File: config.mk
export PLATFORM = sky130hd
export DESIGN_NAME = rxpf_filter
export DESIGN_NICKNAME = d
export VERILOG_FILES = /design/src/rtl/rxpf_pkg.sv /design/src/rtl/rxpf_filter.sv /design/src/rtl/rxpf_class_match.sv
export VERILOG_INCLUDE_DIRS = /design/src /design/src/rtl
export SDC_FILE = /design/constraint.sdc
export NUM_CORES = 1
export LEC_CHECK = 0
export BUFFER_PORTS_ARGS = -buffer_cell sky130_fd_sc_hd__buf_2
export CORE_AREA = 2 2 218 220
export CTS_CLUSTER_DIAMETER = 60
export DETAILED_ROUTE_END_ITERATION = 12
export DIE_AREA = 0 0 220 222
export PLACE_DENSITY = 0.76
export REMOVE_ABC_BUFFERS = 1
export SLEW_MARGIN = 10
export SYNTH_ARGS = -nofsm -noshare
export SYNTH_HDL_FRONTEND = slang
export SYNTH_SLANG_ARGS = --single-unit
File: constraint.sdc
create_clock -name clock -period 3.2 [get_ports clock]
set_clock_uncertainty 0.1 [all_clocks]
set_input_delay 0.48 -clock clock [delete_from_list [all_inputs] [get_ports clock]]
set_output_delay 0.48 -clock clock [all_outputs]
set_load 0.01 [all_outputs]
File: src/rtl/rxpf_map.svh
// constants for the receive pause frame filter
`ifndef RXPF_MAP_SVH
`define RXPF_MAP_SVH
`define RXPF_NPRIO 9
`define RXPF_GLOBAL_BIT 8
`define RXPF_QUANTA_W 16
`define RXPF_ADDR_W 48
`define RXPF_HDR_BYTES 22
`define RXPF_DONE_NS 100
`define RXPF_CLK_NS 10
`define RXPF_DONE_CYC ((`RXPF_DONE_NS + `RXPF_CLK_NS - 1) / `RXPF_CLK_NS)
`endif

File: src/rtl/rxpf_pkg.sv
// types shared by the receive pause frame filter
package rxpf_pkg;
    typedef enum logic [1:0]
    {
        RXPF_IDLE = 2'b00,
        RXPF_HDR = 2'b01,
        RXPF_BODY = 2'b11,
        RXPF_DONE = 2'b10
    } rxpf_state_t;

    typedef struct packed
    {
        logic en;
        logic chk_mcast;
        logic chk_ucast;
        logic chk_src;
        logic chk_etype;
        logic chk_opcode;
    } rxpf_class_cfg_t;
endpackage

File: src/rtl/rxpf_filter.sv
// receive pause and mac control frame filter
// How it works
// - per-priority receive enable gates only the user-side pause request and valid outputs, not the quanta
// - transmit pause enable bit gates pause transmission per priority
// - global control frames recognised only while their enable is 1
// - global control address, ethertype, opcode checks each under own enable
// - global control opcode inside min..max range, ethertype equals input
// - unicast destination and source inputs are the reference addresses
// - multicast destination input is the reference for multicast checks
// - priority control recognised only when enabled, each check own enable
// - priority control ethertype match, opcode inside min..max range
// - global pause recognised only when enabled, each check own enable
// - global pause ethertype match, opcode exact match
// - priority pause recognised only when enabled, each check own enable
// - priority pause ethertype match, opcode exact match
// - pause request bit raised on valid pause, held until processed
// - acknowledge bus used only when wait-for-acknowledge is 1
// - control frames forwarded when forward is 1, dropped when 0
// - pause valid bit per priority; standard pause sets bit 8
// - nine quanta outputs, entry 8 holds standard pause quanta
`include "rxpf_map.svh"
module rxpf_filter #(
    parameter int NPRIO = `RXPF_NPRIO,
    parameter int DONE_CYC = `RXPF_DONE_CYC
) (
    input wire logic clock,
    input wire logic rst,
    // received byte stream
    input wire logic rx_valid,
    input wire logic rx_sop,
    input wire logic rx_eop,
    input wire logic rx_err,
    input wire logic [7:0] rx_data,
    // forwarded stream to the user
    output logic fwd_valid,
    output logic fwd_sop,
    output logic fwd_eop,
    output logic fwd_err,
    output logic [7:0] fwd_data,
    // enables
    input wire logic [NPRIO-1:0] rx_pause_enable,
    input wire logic [NPRIO-1:0] tx_pause_enable,
    input wire logic [NPRIO-1:0] tx_pause_req,
    output logic [NPRIO-1:0] tx_pause_send,
    input wire logic [47:0] xoff_unicast_dest,
    input wire logic [47:0] xoff_source_addr,
    input wire logic [47:0] xoff_multicast_dest,
    // global control
    input wire logic glob_ctrl_en,
    input wire logic glob_ctrl_mcast_chk,
    input wire logic glob_ctrl_ucast_chk,
    input wire logic glob_ctrl_src_chk,
    input wire logic glob_ctrl_etype_chk,
    input wire logic glob_ctrl_op_chk,
    input wire logic [15:0] glob_ctrl_op_min,
    input wire logic [15:0] glob_ctrl_op_max,
    input wire logic [15:0] glob_ctrl_etype,
    // priority control
    input wire logic prio_ctrl_en,
    input wire logic prio_ctrl_mcast_chk,
    input wire logic prio_ctrl_ucast_chk,
    input wire logic prio_ctrl_src_chk,
    input wire logic prio_ctrl_etype_chk,
    input wire logic prio_ctrl_op_chk,
    input wire logic [15:0] prio_ctrl_op_min,
    input wire logic [15:0] prio_ctrl_op_max,
    input wire logic [15:0] prio_ctrl_etype,
    // global pause
    input wire logic glob_xoff_en,
    input wire logic glob_xoff_mcast_chk,
    input wire logic glob_xoff_ucast_chk,
    input wire logic glob_xoff_src_chk,
    input wire logic glob_xoff_etype_chk,
    input wire logic glob_xoff_op_chk,
    input wire logic [15:0] glob_xoff_etype,
    input wire logic [15:0] glob_xoff_opcode,
    // priority pause
    input wire logic prio_xoff_en,
    input wire logic prio_xoff_mcast_chk,
    input wire logic prio_xoff_ucast_chk,
    input wire logic prio_xoff_src_chk,
    input wire logic prio_xoff_etype_chk,
    input wire logic prio_xoff_op_chk,
    input wire logic [15:0] prio_xoff_etype,
    input wire logic [15:0] prio_xoff_opcode,
    // user pause handshake
    output logic [NPRIO-1:0] pause_req,
    input wire logic [NPRIO-1:0] pause_ack,
    input wire logic wait_ack,
    input wire logic forward_ctrl,
    output logic [NPRIO-1:0] pause_valid,
    output logic [NPRIO*16-1:0] pause_quanta
);
    localparam int GB = `RXPF_GLOBAL_BIT;
    localparam int HB = `RXPF_HDR_BYTES;

    rxpf_pkg::rxpf_state_t state_q;
    logic [7:0] hdr_q [HB];
    logic [4:0] cnt_q;
    logic [47:0] dest_w;
    logic [47:0] src_w;
    logic [15:0] etype_w;
    logic [15:0] op_w;
    logic [15:0] cev_w;
    logic hit_gc;
    logic hit_pc;
    logic hit_gp;
    logic hit_pp;
    logic is_ctrl;
    logic frame_end;
    logic frame_ok;
    logic [NPRIO-1:0] new_pause;
    logic [NPRIO-1:0] busy_q;
    logic [NPRIO-1:0] done_tick;
    logic [7:0] done_cnt_q [NPRIO];
    logic [NPRIO*16-1:0] quanta_q;
    logic [NPRIO-1:0] req_q;
    logic [NPRIO-1:0] valid_q;
    logic [7:0] hold_data [HB];
    logic drop_q;
    logic out_drop_q;
    logic drop_w;

    function automatic logic [15:0] hdr16(input int idx);
        hdr16 = {hdr_q[idx], hdr_q[idx+1]};
    endfunction

    assign dest_w = {hdr_q[0], hdr_q[1], hdr_q[2], hdr_q[3], hdr_q[4], hdr_q[5]};
    assign src_w = {hdr_q[6], hdr_q[7], hdr_q[8], hdr_q[9], hdr_q[10], hdr_q[11]};
    // a continuous assignment would not follow hdr_q read inside the function
    always_comb
    begin
        etype_w = hdr16(12);
        op_w = hdr16(14);
        cev_w = hdr16(16);
    end

    rxpf_class_match #(.RANGE_OP(1'b1)) u_gc (
        .en(glob_ctrl_en),
        .chk_mcast(glob_ctrl_mcast_chk),
        .chk_ucast(glob_ctrl_ucast_chk),
        .chk_src(glob_ctrl_src_chk),
        .chk_etype(glob_ctrl_etype_chk),
        .chk_opcode(glob_ctrl_op_chk),
        .dest(dest_w),
        .src(src_w),
        .etype(etype_w),
        .opcode(op_w),
        .mcast_addr(xoff_multicast_dest),
        .ucast_addr(xoff_unicast_dest),
        .src_addr(xoff_source_addr),
        .etype_ref(glob_ctrl_etype),
        .op_lo(glob_ctrl_op_min),
        .op_hi(glob_ctrl_op_max),
        .hit(hit_gc)
    );
    rxpf_class_match #(.RANGE_OP(1'b1)) u_pc (
        .en(prio_ctrl_en),
        .chk_mcast(prio_ctrl_mcast_chk),
        .chk_ucast(prio_ctrl_ucast_chk),
        .chk_src(prio_ctrl_src_chk),
        .chk_etype(prio_ctrl_etype_chk),
        .chk_opcode(prio_ctrl_op_chk),
        .dest(dest_w),
        .src(src_w),
        .etype(etype_w),
        .opcode(op_w),
        .mcast_addr(xoff_multicast_dest),
        .ucast_addr(xoff_unicast_dest),
        .src_addr(xoff_source_addr),
        .etype_ref(prio_ctrl_etype),
        .op_lo(prio_ctrl_op_min),
        .op_hi(prio_ctrl_op_max),
        .hit(hit_pc)
    );
    rxpf_class_match #(.RANGE_OP(1'b0)) u_gp (
        .en(glob_xoff_en),
        .chk_mcast(glob_xoff_mcast_chk),
        .chk_ucast(glob_xoff_ucast_chk),
        .chk_src(glob_xoff_src_chk),
        .chk_etype(glob_xoff_etype_chk),
        .chk_opcode(glob_xoff_op_chk),
        .dest(dest_w),
        .src(src_w),
        .etype(etype_w),
        .opcode(op_w),
        .mcast_addr(xoff_multicast_dest),
        .ucast_addr(xoff_unicast_dest),
        .src_addr(xoff_source_addr),
        .etype_ref(glob_xoff_etype),
        .op_lo(glob_xoff_opcode),
        .op_hi(glob_xoff_opcode),
        .hit(hit_gp)
    );
    rxpf_class_match #(.RANGE_OP(1'b0)) u_pp (
        .en(prio_xoff_en),
        .chk_mcast(prio_xoff_mcast_chk),
        .chk_ucast(prio_xoff_ucast_chk),
        .chk_src(prio_xoff_src_chk),
        .chk_etype(prio_xoff_etype_chk),
        .chk_opcode(prio_xoff_op_chk),
        .dest(dest_w),
        .src(src_w),
        .etype(etype_w),
        .opcode(op_w),
        .mcast_addr(xoff_multicast_dest),
        .ucast_addr(xoff_unicast_dest),
        .src_addr(xoff_source_addr),
        .etype_ref(prio_xoff_etype),
        .op_lo(prio_xoff_opcode),
        .op_hi(prio_xoff_opcode),
        .hit(hit_pp)
    );

    assign is_ctrl = hit_gc || hit_pc || hit_gp || hit_pp;
    assign frame_end = rx_valid && rx_eop && state_q != rxpf_pkg::RXPF_IDLE;
    // pause acts only on frames that end cleanly and carry the full header;
    // the last header byte may itself carry eop, when the count is one short
    assign frame_ok = frame_end && !rx_err && cnt_q >= 5'(HB - 1);

    // a priority pause carries a class-enable vector; global pause uses bit 8
    always_comb
    begin
        new_pause = '0;
        if (frame_ok && hit_pp)
            new_pause[GB-1:0] = cev_w[GB-1:0];
        if (frame_ok && hit_gp)
            new_pause[GB] = 1'b1;
    end

    // header capture; later bytes are neither counted nor stored
    always_ff @(posedge clock)
    begin
        if (rst)
        begin
            state_q <= rxpf_pkg::RXPF_IDLE;
            cnt_q <= '0;
        end
        else if (rx_valid)
        begin
            case (state_q)
                rxpf_pkg::RXPF_IDLE:
                    if (rx_sop && !rx_eop)
                    begin
                        state_q <= rxpf_pkg::RXPF_HDR;
                        cnt_q <= 5'd1;
                    end
                rxpf_pkg::RXPF_HDR:
                    if (rx_eop)
                        state_q <= rxpf_pkg::RXPF_IDLE;
                    else
                    begin
                        cnt_q <= cnt_q + 5'd1;
                        if (cnt_q == 5'(HB - 1))
                            state_q <= rxpf_pkg::RXPF_BODY;
                    end
                rxpf_pkg::RXPF_BODY:
                    if (rx_eop)
                        state_q <= rxpf_pkg::RXPF_IDLE;
                default:
                    state_q <= rxpf_pkg::RXPF_IDLE;
            endcase
        end
    end

    always_ff @(posedge clock)
    begin
        if (rx_valid && (rx_sop || (state_q == rxpf_pkg::RXPF_HDR && cnt_q < 5'(HB))))
            hdr_q[rx_sop ? 0 : cnt_q] <= rx_data;
    end

    // the header is delayed so a control frame can be dropped whole
    always_ff @(posedge clock)
    begin
        hold_data[0] <= rx_data;
        for (int i = 1; i < HB; i++)
            hold_data[i] <= hold_data[i-1];
    end

    // forward path: bytes leave once classification is known at header end;
    // latency is the header length plus the output register, which keeps the decision simple
    logic [HB-1:0] v_sr;
    logic [HB-1:0] s_sr;
    logic [HB-1:0] e_sr;
    logic [HB-1:0] r_sr;
    always_ff @(posedge clock)
    begin
        if (rst)
        begin
            v_sr <= '0;
            s_sr <= '0;
            e_sr <= '0;
            r_sr <= '0;
        end
        else
        begin
            v_sr <= {v_sr[HB-2:0], rx_valid};
            s_sr <= {s_sr[HB-2:0], rx_sop};
            e_sr <= {e_sr[HB-2:0], rx_eop};
            r_sr <= {r_sr[HB-2:0], rx_err};
        end
    end

    // drop decision is taken once the header is complete
    always_ff @(posedge clock)
    begin
        if (rst)
            drop_q <= 1'b0;
        else if (rx_valid && state_q == rxpf_pkg::RXPF_HDR && cnt_q == 5'(HB - 1))
            drop_q <= is_ctrl && !forward_ctrl;
        else if (rx_valid && rx_sop)
            drop_q <= 1'b0;
    end

    // the decision travels with the frame to the output, so the next sop
    // cannot reopen a dropped frame whose tail is still draining;
    // limitation: header bytes must arrive without gaps
    assign drop_w = (v_sr[HB-1] && s_sr[HB-1]) ? drop_q : out_drop_q;
    always_ff @(posedge clock)
    begin
        if (rst)
            out_drop_q <= 1'b0;
        else if (v_sr[HB-1] && s_sr[HB-1])
            out_drop_q <= drop_q;
    end

    always_ff @(posedge clock)
    begin
        if (rst)
        begin
            fwd_valid <= 1'b0;
            fwd_sop <= 1'b0;
            fwd_eop <= 1'b0;
            fwd_err <= 1'b0;
            fwd_data <= '0;
        end
        else
        begin
            fwd_valid <= v_sr[HB-1] && !drop_w;
            fwd_sop <= s_sr[HB-1];
            fwd_eop <= e_sr[HB-1];
            fwd_err <= r_sr[HB-1];
            fwd_data <= hold_data[HB-1];
        end
    end

    // quanta capture; of a priority pause only the first quanta after the vector is kept, in entry 0
    always_ff @(posedge clock)
    begin
        if (rst)
            quanta_q <= '0;
        else
        begin
            if (frame_ok && hit_gp)
                quanta_q[GB*16 +: 16] <= cev_w;
            if (frame_ok && hit_pp)
                quanta_q[0 +: 16] <= hdr16(18);
        end
    end

    // internal processing timer per priority
    always_ff @(posedge clock)
    begin
        if (rst)
        begin
            busy_q <= '0;
            for (int p = 0; p < NPRIO; p++)
                done_cnt_q[p] <= '0;
        end
        else
            for (int p = 0; p < NPRIO; p++)
                if (new_pause[p])
                begin
                    busy_q[p] <= 1'b1;
                    done_cnt_q[p] <= 8'(DONE_CYC);
                end
                else if (busy_q[p])
                begin
                    done_cnt_q[p] <= done_cnt_q[p] - 8'd1;
                    if (done_cnt_q[p] == 8'd1)
                        busy_q[p] <= 1'b0;
                end
    end
    assign done_tick = busy_q & ~new_pause;

    // request and valid; a new pause in the clear cycle wins
    always_ff @(posedge clock)
    begin
        if (rst)
        begin
            req_q <= '0;
            valid_q <= '0;
        end
        else
            for (int p = 0; p < NPRIO; p++)
            begin
                if (new_pause[p])
                    req_q[p] <= 1'b1;
                else if (wait_ack ? pause_ack[p] : (done_tick[p] && done_cnt_q[p] == 8'd1))
                    req_q[p] <= 1'b0;
                valid_q[p] <= new_pause[p];
            end
    end

    assign pause_req = req_q & rx_pause_enable;
    assign pause_valid = valid_q & rx_pause_enable;
    assign pause_quanta = quanta_q;
    assign tx_pause_send = tx_pause_req & tx_pause_enable;

    a_req_on_pause: assert property (@(posedge clock) disable iff (rst)
        new_pause[GB] |=> req_q[GB])
        else $error("request not raised after global pause");
    a_ack_clears: assert property (@(posedge clock) disable iff (rst)
        wait_ack && pause_ack[0] && !new_pause[0] |=> !req_q[0])
        else $error("acknowledge did not clear request");
    a_hold_no_ack: assert property (@(posedge clock) disable iff (rst)
        wait_ack && req_q[0] && !pause_ack[0] |=> req_q[0])
        else $error("request dropped without acknowledge");
    a_valid_pulse: assert property (@(posedge clock) disable iff (rst)
        valid_q[GB] |-> $past(new_pause[GB]))
        else $error("valid without pause");
    a_rx_gate: assert property (@(posedge clock) disable iff (rst)
        !rx_pause_enable[0] |-> !pause_req[0] && !pause_valid[0])
        else $error("disabled priority reported");
    a_tx_gate: assert property (@(posedge clock) disable iff (rst)
        !tx_pause_enable[GB] |-> !tx_pause_send[GB])
        else $error("pause sent while disabled");
    a_gp_enable: assert property (@(posedge clock) disable iff (rst)
        !glob_xoff_en |=> !valid_q[GB])
        else $error("global pause valid while disabled");
    a_drop_ctrl: assert property (@(posedge clock) disable iff (rst)
        rx_valid && state_q == rxpf_pkg::RXPF_HDR && cnt_q == 5'(HB - 1)
        && is_ctrl && !forward_ctrl |-> ##2 !fwd_valid)
        else $error("dropped frame forwarded");
endmodule

File: src/rtl/rxpf_class_match.sv
// header checks for one class of control frame
module rxpf_class_match #(
    parameter bit RANGE_OP = 1'b0
) (
    input wire logic en,
    input wire logic chk_mcast,
    input wire logic chk_ucast,
    input wire logic chk_src,
    input wire logic chk_etype,
    input wire logic chk_opcode,
    input wire logic [47:0] dest,
    input wire logic [47:0] src,
    input wire logic [15:0] etype,
    input wire logic [15:0] opcode,
    input wire logic [47:0] mcast_addr,
    input wire logic [47:0] ucast_addr,
    input wire logic [47:0] src_addr,
    input wire logic [15:0] etype_ref,
    input wire logic [15:0] op_lo,
    input wire logic [15:0] op_hi,
    output logic hit
);
    logic op_ok;
    logic da_ok;

    // exact opcode for pause classes, inclusive range for control classes
    assign op_ok = RANGE_OP ? (opcode >= op_lo && opcode <= op_hi) : (opcode == op_lo);
    // with both destination checks on, either address is accepted
    always_comb
    begin
        if (chk_mcast && chk_ucast)
            da_ok = (dest == mcast_addr) || (dest == ucast_addr);
        else if (chk_mcast)
            da_ok = dest == mcast_addr;
        else if (chk_ucast)
            da_ok = dest == ucast_addr;
        else
            da_ok = 1'b1;
    end
    assign hit = en
        && da_ok
        && (!chk_src || src == src_addr)
        && (!chk_etype || etype == etype_ref)
        && (!chk_opcode || op_ok);
endmodule

# Word-level counts from Yosys, hierarchy flattened
# Memories as Yosys holds them, arrays and structs flattened. A register that Yosys moved wholly into a read port is not among the register bits.
# Cells that the tools add are included.
[classes]
n_addsub = 10
n_lt_le_gt_ge = 6
eq_ne = 25
mux = 165
n_bitwise = 23
reduce_logical = 94
[ops]
columns = ["cell", "n"]
rows = [
  ["2-to-1 mux 8 bit", 19],
  ["== test 48 bit", 3],
  ["2-to-1 mux 1 bit", 137],
  ["== test 16 bit", 6],
  ["== test 8 x 1 -> 1 bit, second input constant", 9],
  ["subtractor 8 x 1 -> 8 bit, second input constant", 9],
  ["logical AND 1 bit", 46],
  ["bitwise AND 9 bit", 4],
  ["greater-or-equal comparator 16 bit", 2],
  ["<= comparator 16 bit", 2],
  ["nonzero test 2 bit", 12],
  ["OR 1 bit", 18],
  ["logical OR 1 bit", 17],
  ["zero test 1 bit", 16],
  ["2-to-1 mux 5 bit", 3],
  ["one-hot mux 5 bit (2 select lines)", 1],
  ["NOT 9 bit", 1],
  ["2-to-1 mux 2 bit", 4],
  ["AND reduction 4 bit", 2],
  ["!= test 2 bit, second input constant", 3],
  ["one-hot mux 2 bit (3 select lines)", 1],
  ["adder 5 x 1 -> 5 bit, second input constant", 1],
  ["== test 5 bit, second input constant", 1],
  ["greater-or-equal comparator 5 bit, second input constant", 1],
  ["other kinds (5)", 5],
]
[totals]
ff_bits = 144
ramBits = 424
in_bits = 380
elab_cells = 350
n_memories = 3
[memory_table]
columns = ["memory", "depth", "width", "read_ports", "rd_clocked_by_memory_dff", "write_ports", "line", "rtl"]
rows = [
  ["hdr_q", 22, 8, 20, 3, 1, "rxpf_filter.sv:98", "logic [7:0] hdr_q [HB];"],
  ["hold_data", 22, 8, 22, 1, 22, "rxpf_filter.sv:119", "logic [7:0] hold_data [HB];"],
  ["done_cnt_q", 9, 8, 9, 0, 9, "rxpf_filter.sv:115", "logic [7:0] done_cnt_q [NPRIO];"],
]

# Logic depth before layout (Yosys ltp)
# An unclocked memory read counts as a cell.
[logic_depth]
word_depth = 17
ltp_mapped = 10
mapped_depth_nobuf = 9

# Hierarchy
# A second synthesis with hierarchy kept.
[hier_totals]
hier_cells = 2562
hier_area_um2 = 27983.1
[modules_own_cells]
columns = ["mod", "instances", "cells_per_inst", "area_each_um2", "seq_area_each_um2"]
rows = [
  ["rxpf_filter", 1, 1384, 18846.8, 13853.3],
  ["rxpf_class_match at u_gp ...", 2, 249, 1959.4, 0.0],
  ["rxpf_class_match at u_gc", 1, 341, 2612.5, 0.0],
  ["rxpf_class_match at u_pc", 1, 339, 2605.0, 0.0],
]

# Worst setup path before layout
# No wires, ideal clock.
[synth_timing]
kind = "input -> register"
start = "input xoff_source_addr[13]"
end = "memory done_cnt_q[0][0], enable pin"
setup_ns = 0.329
arrival_time_ns = 2.197
slack_ns = 0.574
path_stages = 8
path_buffers = 1
cell_sequence = "xor2_1 nor4_1 nand4_1 o31ai_2 o211a_4 buf_8 a31oi_4 nand2_1"
[synth_lines]
columns = ["item", "line", "rtl"]
rows = [
  ["start, declared", "rxpf_filter.sv:46", "input wire logic [47:0] xoff_source_addr,"],
  ["end, declared", "rxpf_filter.sv:115", ""],
]

==> impl_metrics.prom <==
# TYPE chip_impl_metric gauge
chip_impl_metric{name="gp_congestion",unit=""} 1.001
chip_impl_metric{name="clk_transition_reported_paths",unit="ns"} 0.07
chip_impl_metric{name="post-dp-hpwl",unit="mm"} 46.78
chip_impl_metric{name="cts-buffers-inserted",unit=""} 57
chip_impl_metric{name="drt_first_iter_violations",unit=""} 1278
chip_impl_info{name="timing.hold.worst.class",value="in -> reg"} 1
chip_impl_metric{name="drv.max_cap_violation_count",unit=""} 0
chip_impl_metric{name="first_pass_iters",unit=""} 5
chip_impl_info{name="ctsRootBufferMaster",value="sky130_fd_sc_hd__clkbuf_16"} 1
chip_impl_metric{name="cell_area_after_synthesis",unit="um2"} 23510
chip_impl_metric{name="timing.slew.headroom",unit="%"} 29.86
chip_impl_metric{name="final_total_power",unit="mW"} 15.97
chip_impl_metric{name="die_ht",unit="um"} 222
chip_impl_metric{name="num-nets-final",unit=""} 3003
chip_impl_metric{name="period_share",unit="%"} 98.31
chip_impl_metric{name="h-tree-depth",unit=""} 2
chip_impl_info{name="timing.hold.worst_endpoint",value="r_sr[0]$_SDFF_PP0_"} 1
chip_impl_metric{name="leakage",unit="nW"} 12.40
chip_impl_metric{name="hold_depth",unit=""} 2
chip_impl_metric{name="avgRoutedWirePerCell",unit="um"} 19.81
chip_impl_metric{name="dpl_worst_slack",unit="ns"} -0.4131
chip_impl_metric{name="ir_drop",unit="mV"} 0.5069
chip_impl_metric{name="post_synth_edffs",unit=""} 232
chip_impl_metric{name="worstSkewPairLatency",unit="ns"} 0.63
chip_impl_metric{name="route.antenna.remaining_nets",unit=""} 0
chip_impl_metric{name="timing.hold.ws",unit="ns"} 0.02625
chip_impl_info{name="setup.worst_path.start_class",value="flop"} 1
chip_impl_info{name="rsz0062_at_grt",value="false"} 1
chip_impl_metric{name="area.growth.synth_to_final",unit="%"} 23.63
chip_impl_metric{name="seq_area_frac_synth",unit="%"} 58.94
chip_impl_metric{name="vias",unit=""} 16510
chip_impl_info{name="worstReg2RegEnd",value="done_cnt_q[2][7]$_SDFFCE_PN0P_"} 1
chip_impl_metric{name="clock-sinks",unit=""} 576
chip_impl_metric{name="grt_usage",unit="%"} 25.40
chip_impl_metric{name="fillCellCount",unit=""} 3624
chip_impl_metric{name="cts-root-to-sink-buffers",unit=""} 3
chip_impl_metric{name="routed_wl",unit="mm"} 63.51
chip_impl_metric{name="final-max-slew-violation-count",unit=""} 0
chip_impl_info{name="cts_tree",value="done"} 1
chip_impl_metric{name="final_critical_path_setup_slack",unit="ns"} 0.05397
chip_impl_metric{name="number_of_global_route_vias_before_repair",unit=""} 16410
chip_impl_metric{name="initial_utilization",unit="%"} 50.81
chip_impl_info{name="synth_most_common_cell",value="sky130_fd_sc_hd__dfxtp_1"} 1
chip_impl_metric{name="tightestPinTransition",unit="ns"} 1.048
chip_impl_metric{name="num_io_pins",unit=""} 563
chip_impl_metric{name="maxClockFrequency",unit="GHz"} 0.3179
chip_impl_metric{name="grt_antenna_before_repair",unit=""} 18
chip_impl_info{name="critical_path.reg2reg.startpoint",value="hdr_q[8][3]$_DFFE_PP_"} 1
chip_impl_metric{name="synth_cell_types",unit=""} 67
chip_impl_info{name="synthDominantAreaCellType",value="sky130_fd_sc_hd__edfxtp_1"} 1
chip_impl_info{name="status",value="finished clean"} 1
chip_impl_metric{name="synth_top_area_share",unit="%"} 29.64
chip_impl_info{name="hold_start",value="rx_err"} 1
chip_impl_info{name="critPathCaptureType",value="flop"} 1
chip_impl_metric{name="ys_warn_count",unit=""} 0
chip_impl_info{name="dominantRegCellSynth",value="sky130_fd_sc_hd__dfxtp_1"} 1
chip_impl_metric{name="synthCells",unit=""} 1969
chip_impl_metric{name="mapped_avg_cell_area",unit="um2"} 11.94
chip_impl_metric{name="grt_start_max_net_pins",unit=""} 105
chip_impl_metric{name="fp.dieArea",unit="um2"} 48840
chip_impl_metric{name="die_w",unit="um"} 220
chip_impl_metric{name="place_area",unit="um2"} 26650
chip_impl_metric{name="timing.critical_path.arrival",unit="ns"} 3.42
chip_impl_metric{name="asyncSetResetFlopFracSynth",unit="%"} 0
chip_impl_metric{name="design.core.area",unit="um2"} 46260
chip_impl_metric{name="drc_errors_left",unit=""} 0
chip_impl_metric{name="post_route_cells_drive_above_1_share",unit="%"} 27.05
chip_impl_metric{name="routed_via_density",unit=""} 5.152
chip_impl_metric{name="finalSetupViolCount",unit=""} 0
chip_impl_metric{name="timing.reg2reg.worst_path_depth",unit=""} 11
chip_impl_metric{name="worst-r2r-setup-slack",unit="ns"} 0.05
chip_impl_metric{name="design_area",unit="um2"} 29060
chip_impl_metric{name="worst_ep_required_time",unit="ns"} 3.47
chip_impl_metric{name="final_hold_viol_count",unit=""} 0
chip_impl_metric{name="globalRoute.totalOverflow",unit=""} 0
chip_impl_metric{name="synth_seq_cells",unit=""} 576
chip_impl_info{name="synth_top_cells_by_area",value="sky130_fd_sc_hd__edfxtp_1, sky130_fd_sc_hd__dfxtp_1, sky130_fd_sc_hd__xnor2_1, sky130_fd_sc_hd__xor2_1, sky130_fd_sc_hd__ha_1"} 1
chip_impl_metric{name="critical_path_peak_fanout",unit=""} 6
chip_impl_metric{name="final.min_clock_period",unit="ns"} 3.146
chip_impl_info{name="ys_top_cells_by_count",value="sky130_fd_sc_hd__dfxtp_1, sky130_fd_sc_hd__edfxtp_1, sky130_fd_sc_hd__xnor2_1, sky130_fd_sc_hd__xor2_1, sky130_fd_sc_hd__buf_4"} 1
chip_impl_metric{name="placement.io_buffers",unit=""} 450
chip_impl_info{name="worstSetupPathType",value="reg -> reg"} 1
chip_impl_metric{name="power_density",unit="nW/um2"} 549.7
chip_impl_metric{name="rows",unit=""} 79
chip_impl_metric{name="grt_pass1_wl",unit="mm"} 92.96
==> cell usage in the layout, fill, tap and decap left out, types with 10 or more instances in the layout <==
cell type and n:
sky130_fd_sc_hd__buf_2 449, sky130_fd_sc_hd__dfxtp_1 344, sky130_fd_sc_hd__edfxtp_1 232, sky130_fd_sc_hd__xnor2_1 151, sky130_fd_sc_hd__xor2_1 146, sky130_fd_sc_hd__conb_1 112, sky130_fd_sc_hd__buf_4 105, sky130_fd_sc_hd__inv_1 102
sky130_fd_sc_hd__nor2b_1 101, sky130_fd_sc_hd__ha_1 84, sky130_fd_sc_hd__nor2_1 76, sky130_fd_sc_hd__a21oi_1 64, sky130_fd_sc_hd__clkbuf_16 64, sky130_fd_sc_hd__and3_1 53, sky130_fd_sc_hd__nand4_1 52, sky130_fd_sc_hd__o21ai_0 51
sky130_fd_sc_hd__nand2_1 49, sky130_fd_sc_hd__nand3_1 49, sky130_fd_sc_hd__nor4_1 41, sky130_fd_sc_hd__and2_1 35, sky130_fd_sc_hd__nor3_1 16, sky130_fd_sc_hd__nand3b_1 15, sky130_fd_sc_hd__a21o_1 15, sky130_fd_sc_hd__nor3b_1 11
sky130_fd_sc_hd__diode_2 10, sky130_fd_sc_hd__clkinv_2 10
==> sequential cells by signal, indices dropped and copies added (netlist names), 2 cells and up <==
name / count
hdr_q: 160
s_sr: 22
valid_q: 9
hold_data: 176
state_q: 2
busy_q: 9
req_q: 9
r_sr: 22
pause_quanta: 32
done_cnt_q: 72
fwd_data: 8
e_sr: 22
cnt_q: 5
v_sr: 22
==> critical path, cell delays in order (launching register included) <==
cell	delay, ns
sky130_fd_sc_hd__edfxtp_1	0.40
sky130_fd_sc_hd__xor2_1	0.19
sky130_fd_sc_hd__nor4_4	0.43
sky130_fd_sc_hd__nand4_1	0.15
sky130_fd_sc_hd__buf_4	0.19
sky130_fd_sc_hd__o31ai_2	0.33
sky130_fd_sc_hd__buf_4	0.22
sky130_fd_sc_hd__o211a_2	0.29
sky130_fd_sc_hd__buf_4	0.16
sky130_fd_sc_hd__a31oi_4	0.11
sky130_fd_sc_hd__buf_4	0.17
sky130_fd_sc_hd__and3_1	0.15
==> power by group <==
part | total [mW] | switching [mW] | internal, mW
logic | 0.993 | 0.566 | 0.428
registers | 7.86 | 0.0653 | 7.79
clock network | 7.12 | 2.96 | 4.16
==> worst max-delay path by stage <==
stage | from | slack (ns) | endpoint | cells past startpoint
2_1_floorplan | cnt_q[1]$_SDFFE_PP0P_ | -0.06 | done_cnt_q[8][1]$_DFFE_PP_ | 8
5_1_grt | hdr_q[14][5]$_DFFE_PP_ | 0.003 | done_cnt_q[2][5]$_SDFFCE_PN0P_ | 10
3_3_place_gp | xoff_source_addr[27] | -0.42 | done_cnt_q[0][4]$_SDFFCE_PN0P_ | 10
3_5_place_dp | xoff_source_addr[1] | -0.41 | done_cnt_q[4][3]$_SDFFCE_PN0P_ | 10
4_1_cts | hdr_q[14][1]$_DFFE_PP_ | 0.0008 | done_cnt_q[6][1]$_SDFFCE_PN0P_ | 9
6_report | hdr_q[8][3]$_DFFE_PP_ | 0.05 | done_cnt_q[2][7]$_SDFFCE_PN0P_ | 11
==> what timing repair did <==
item / in CTS / in global routing
hold buffers: 1 / 0
setup buffers: 6 / 15
pin swaps: 5 / 6
setup endpoints to repair: 129 / 107
cloned: 0 / 1
resized for setup: 8 / 9
endpoints found under the hold margin: 1 / 0
==> logic make-up (layout without fill, tap and decap cells) <==
| logic type | count (synthesis) | count (layout) | share of synthesized area, % |
|---|---|---|---|
| AO/OA/AOI/OAI | 209 | 210 | 6.409 |
| XOR/XNOR | 297 | 297 | 11.07 |
| adder cells (fa/ha/maj) | 84 | 84 | 4.471 |
| buffers and inverters | 266 | 773 | 6.196 |
| flip-flops | 576 | 576 | 58.94 |
| multiplexers | 2 | 2 | 0.08517 |
| other | 1 | 122 | 0.01595 |
| AND/OR/NAND/NOR | 534 | 534 | 12.82 |
==> stage by stage <==
step | utilization [%] | setup TNS, ns | std cells
final | 62.82 | 0 | 3205
after floorplan | - | -0.1142 | 1916
after global routing | 62.80 | 0 | 3202
after detailed placement | 57.60 | -41.68 | 3064
after CTS | 62.38 | 0 | 3179
after global placement | 57.60 | -47.94 | 3064
==> metal layers <==
layer,track usage (%),wire length [um]
met5,0,34
met1,30.78,25040
met4,10.57,2297
met3,4.678,4907
met2,44.16,31230
==> cell type report <==
class                      count  area [um2]  share of cell area [%]
timing repair buffer         563        3197                   11.00
multi-input combinational   1239        8742                   30.08
inverter                     102       382.9                   1.318
clock inverter                33       396.6                   1.365
clock buffer                  75        1703                   5.860
tap                          607       759.5                   2.614
antenna                       10       25.02                 0.08611
sequential                   576       13850                   47.67
(Power assumes the default switching activity.)
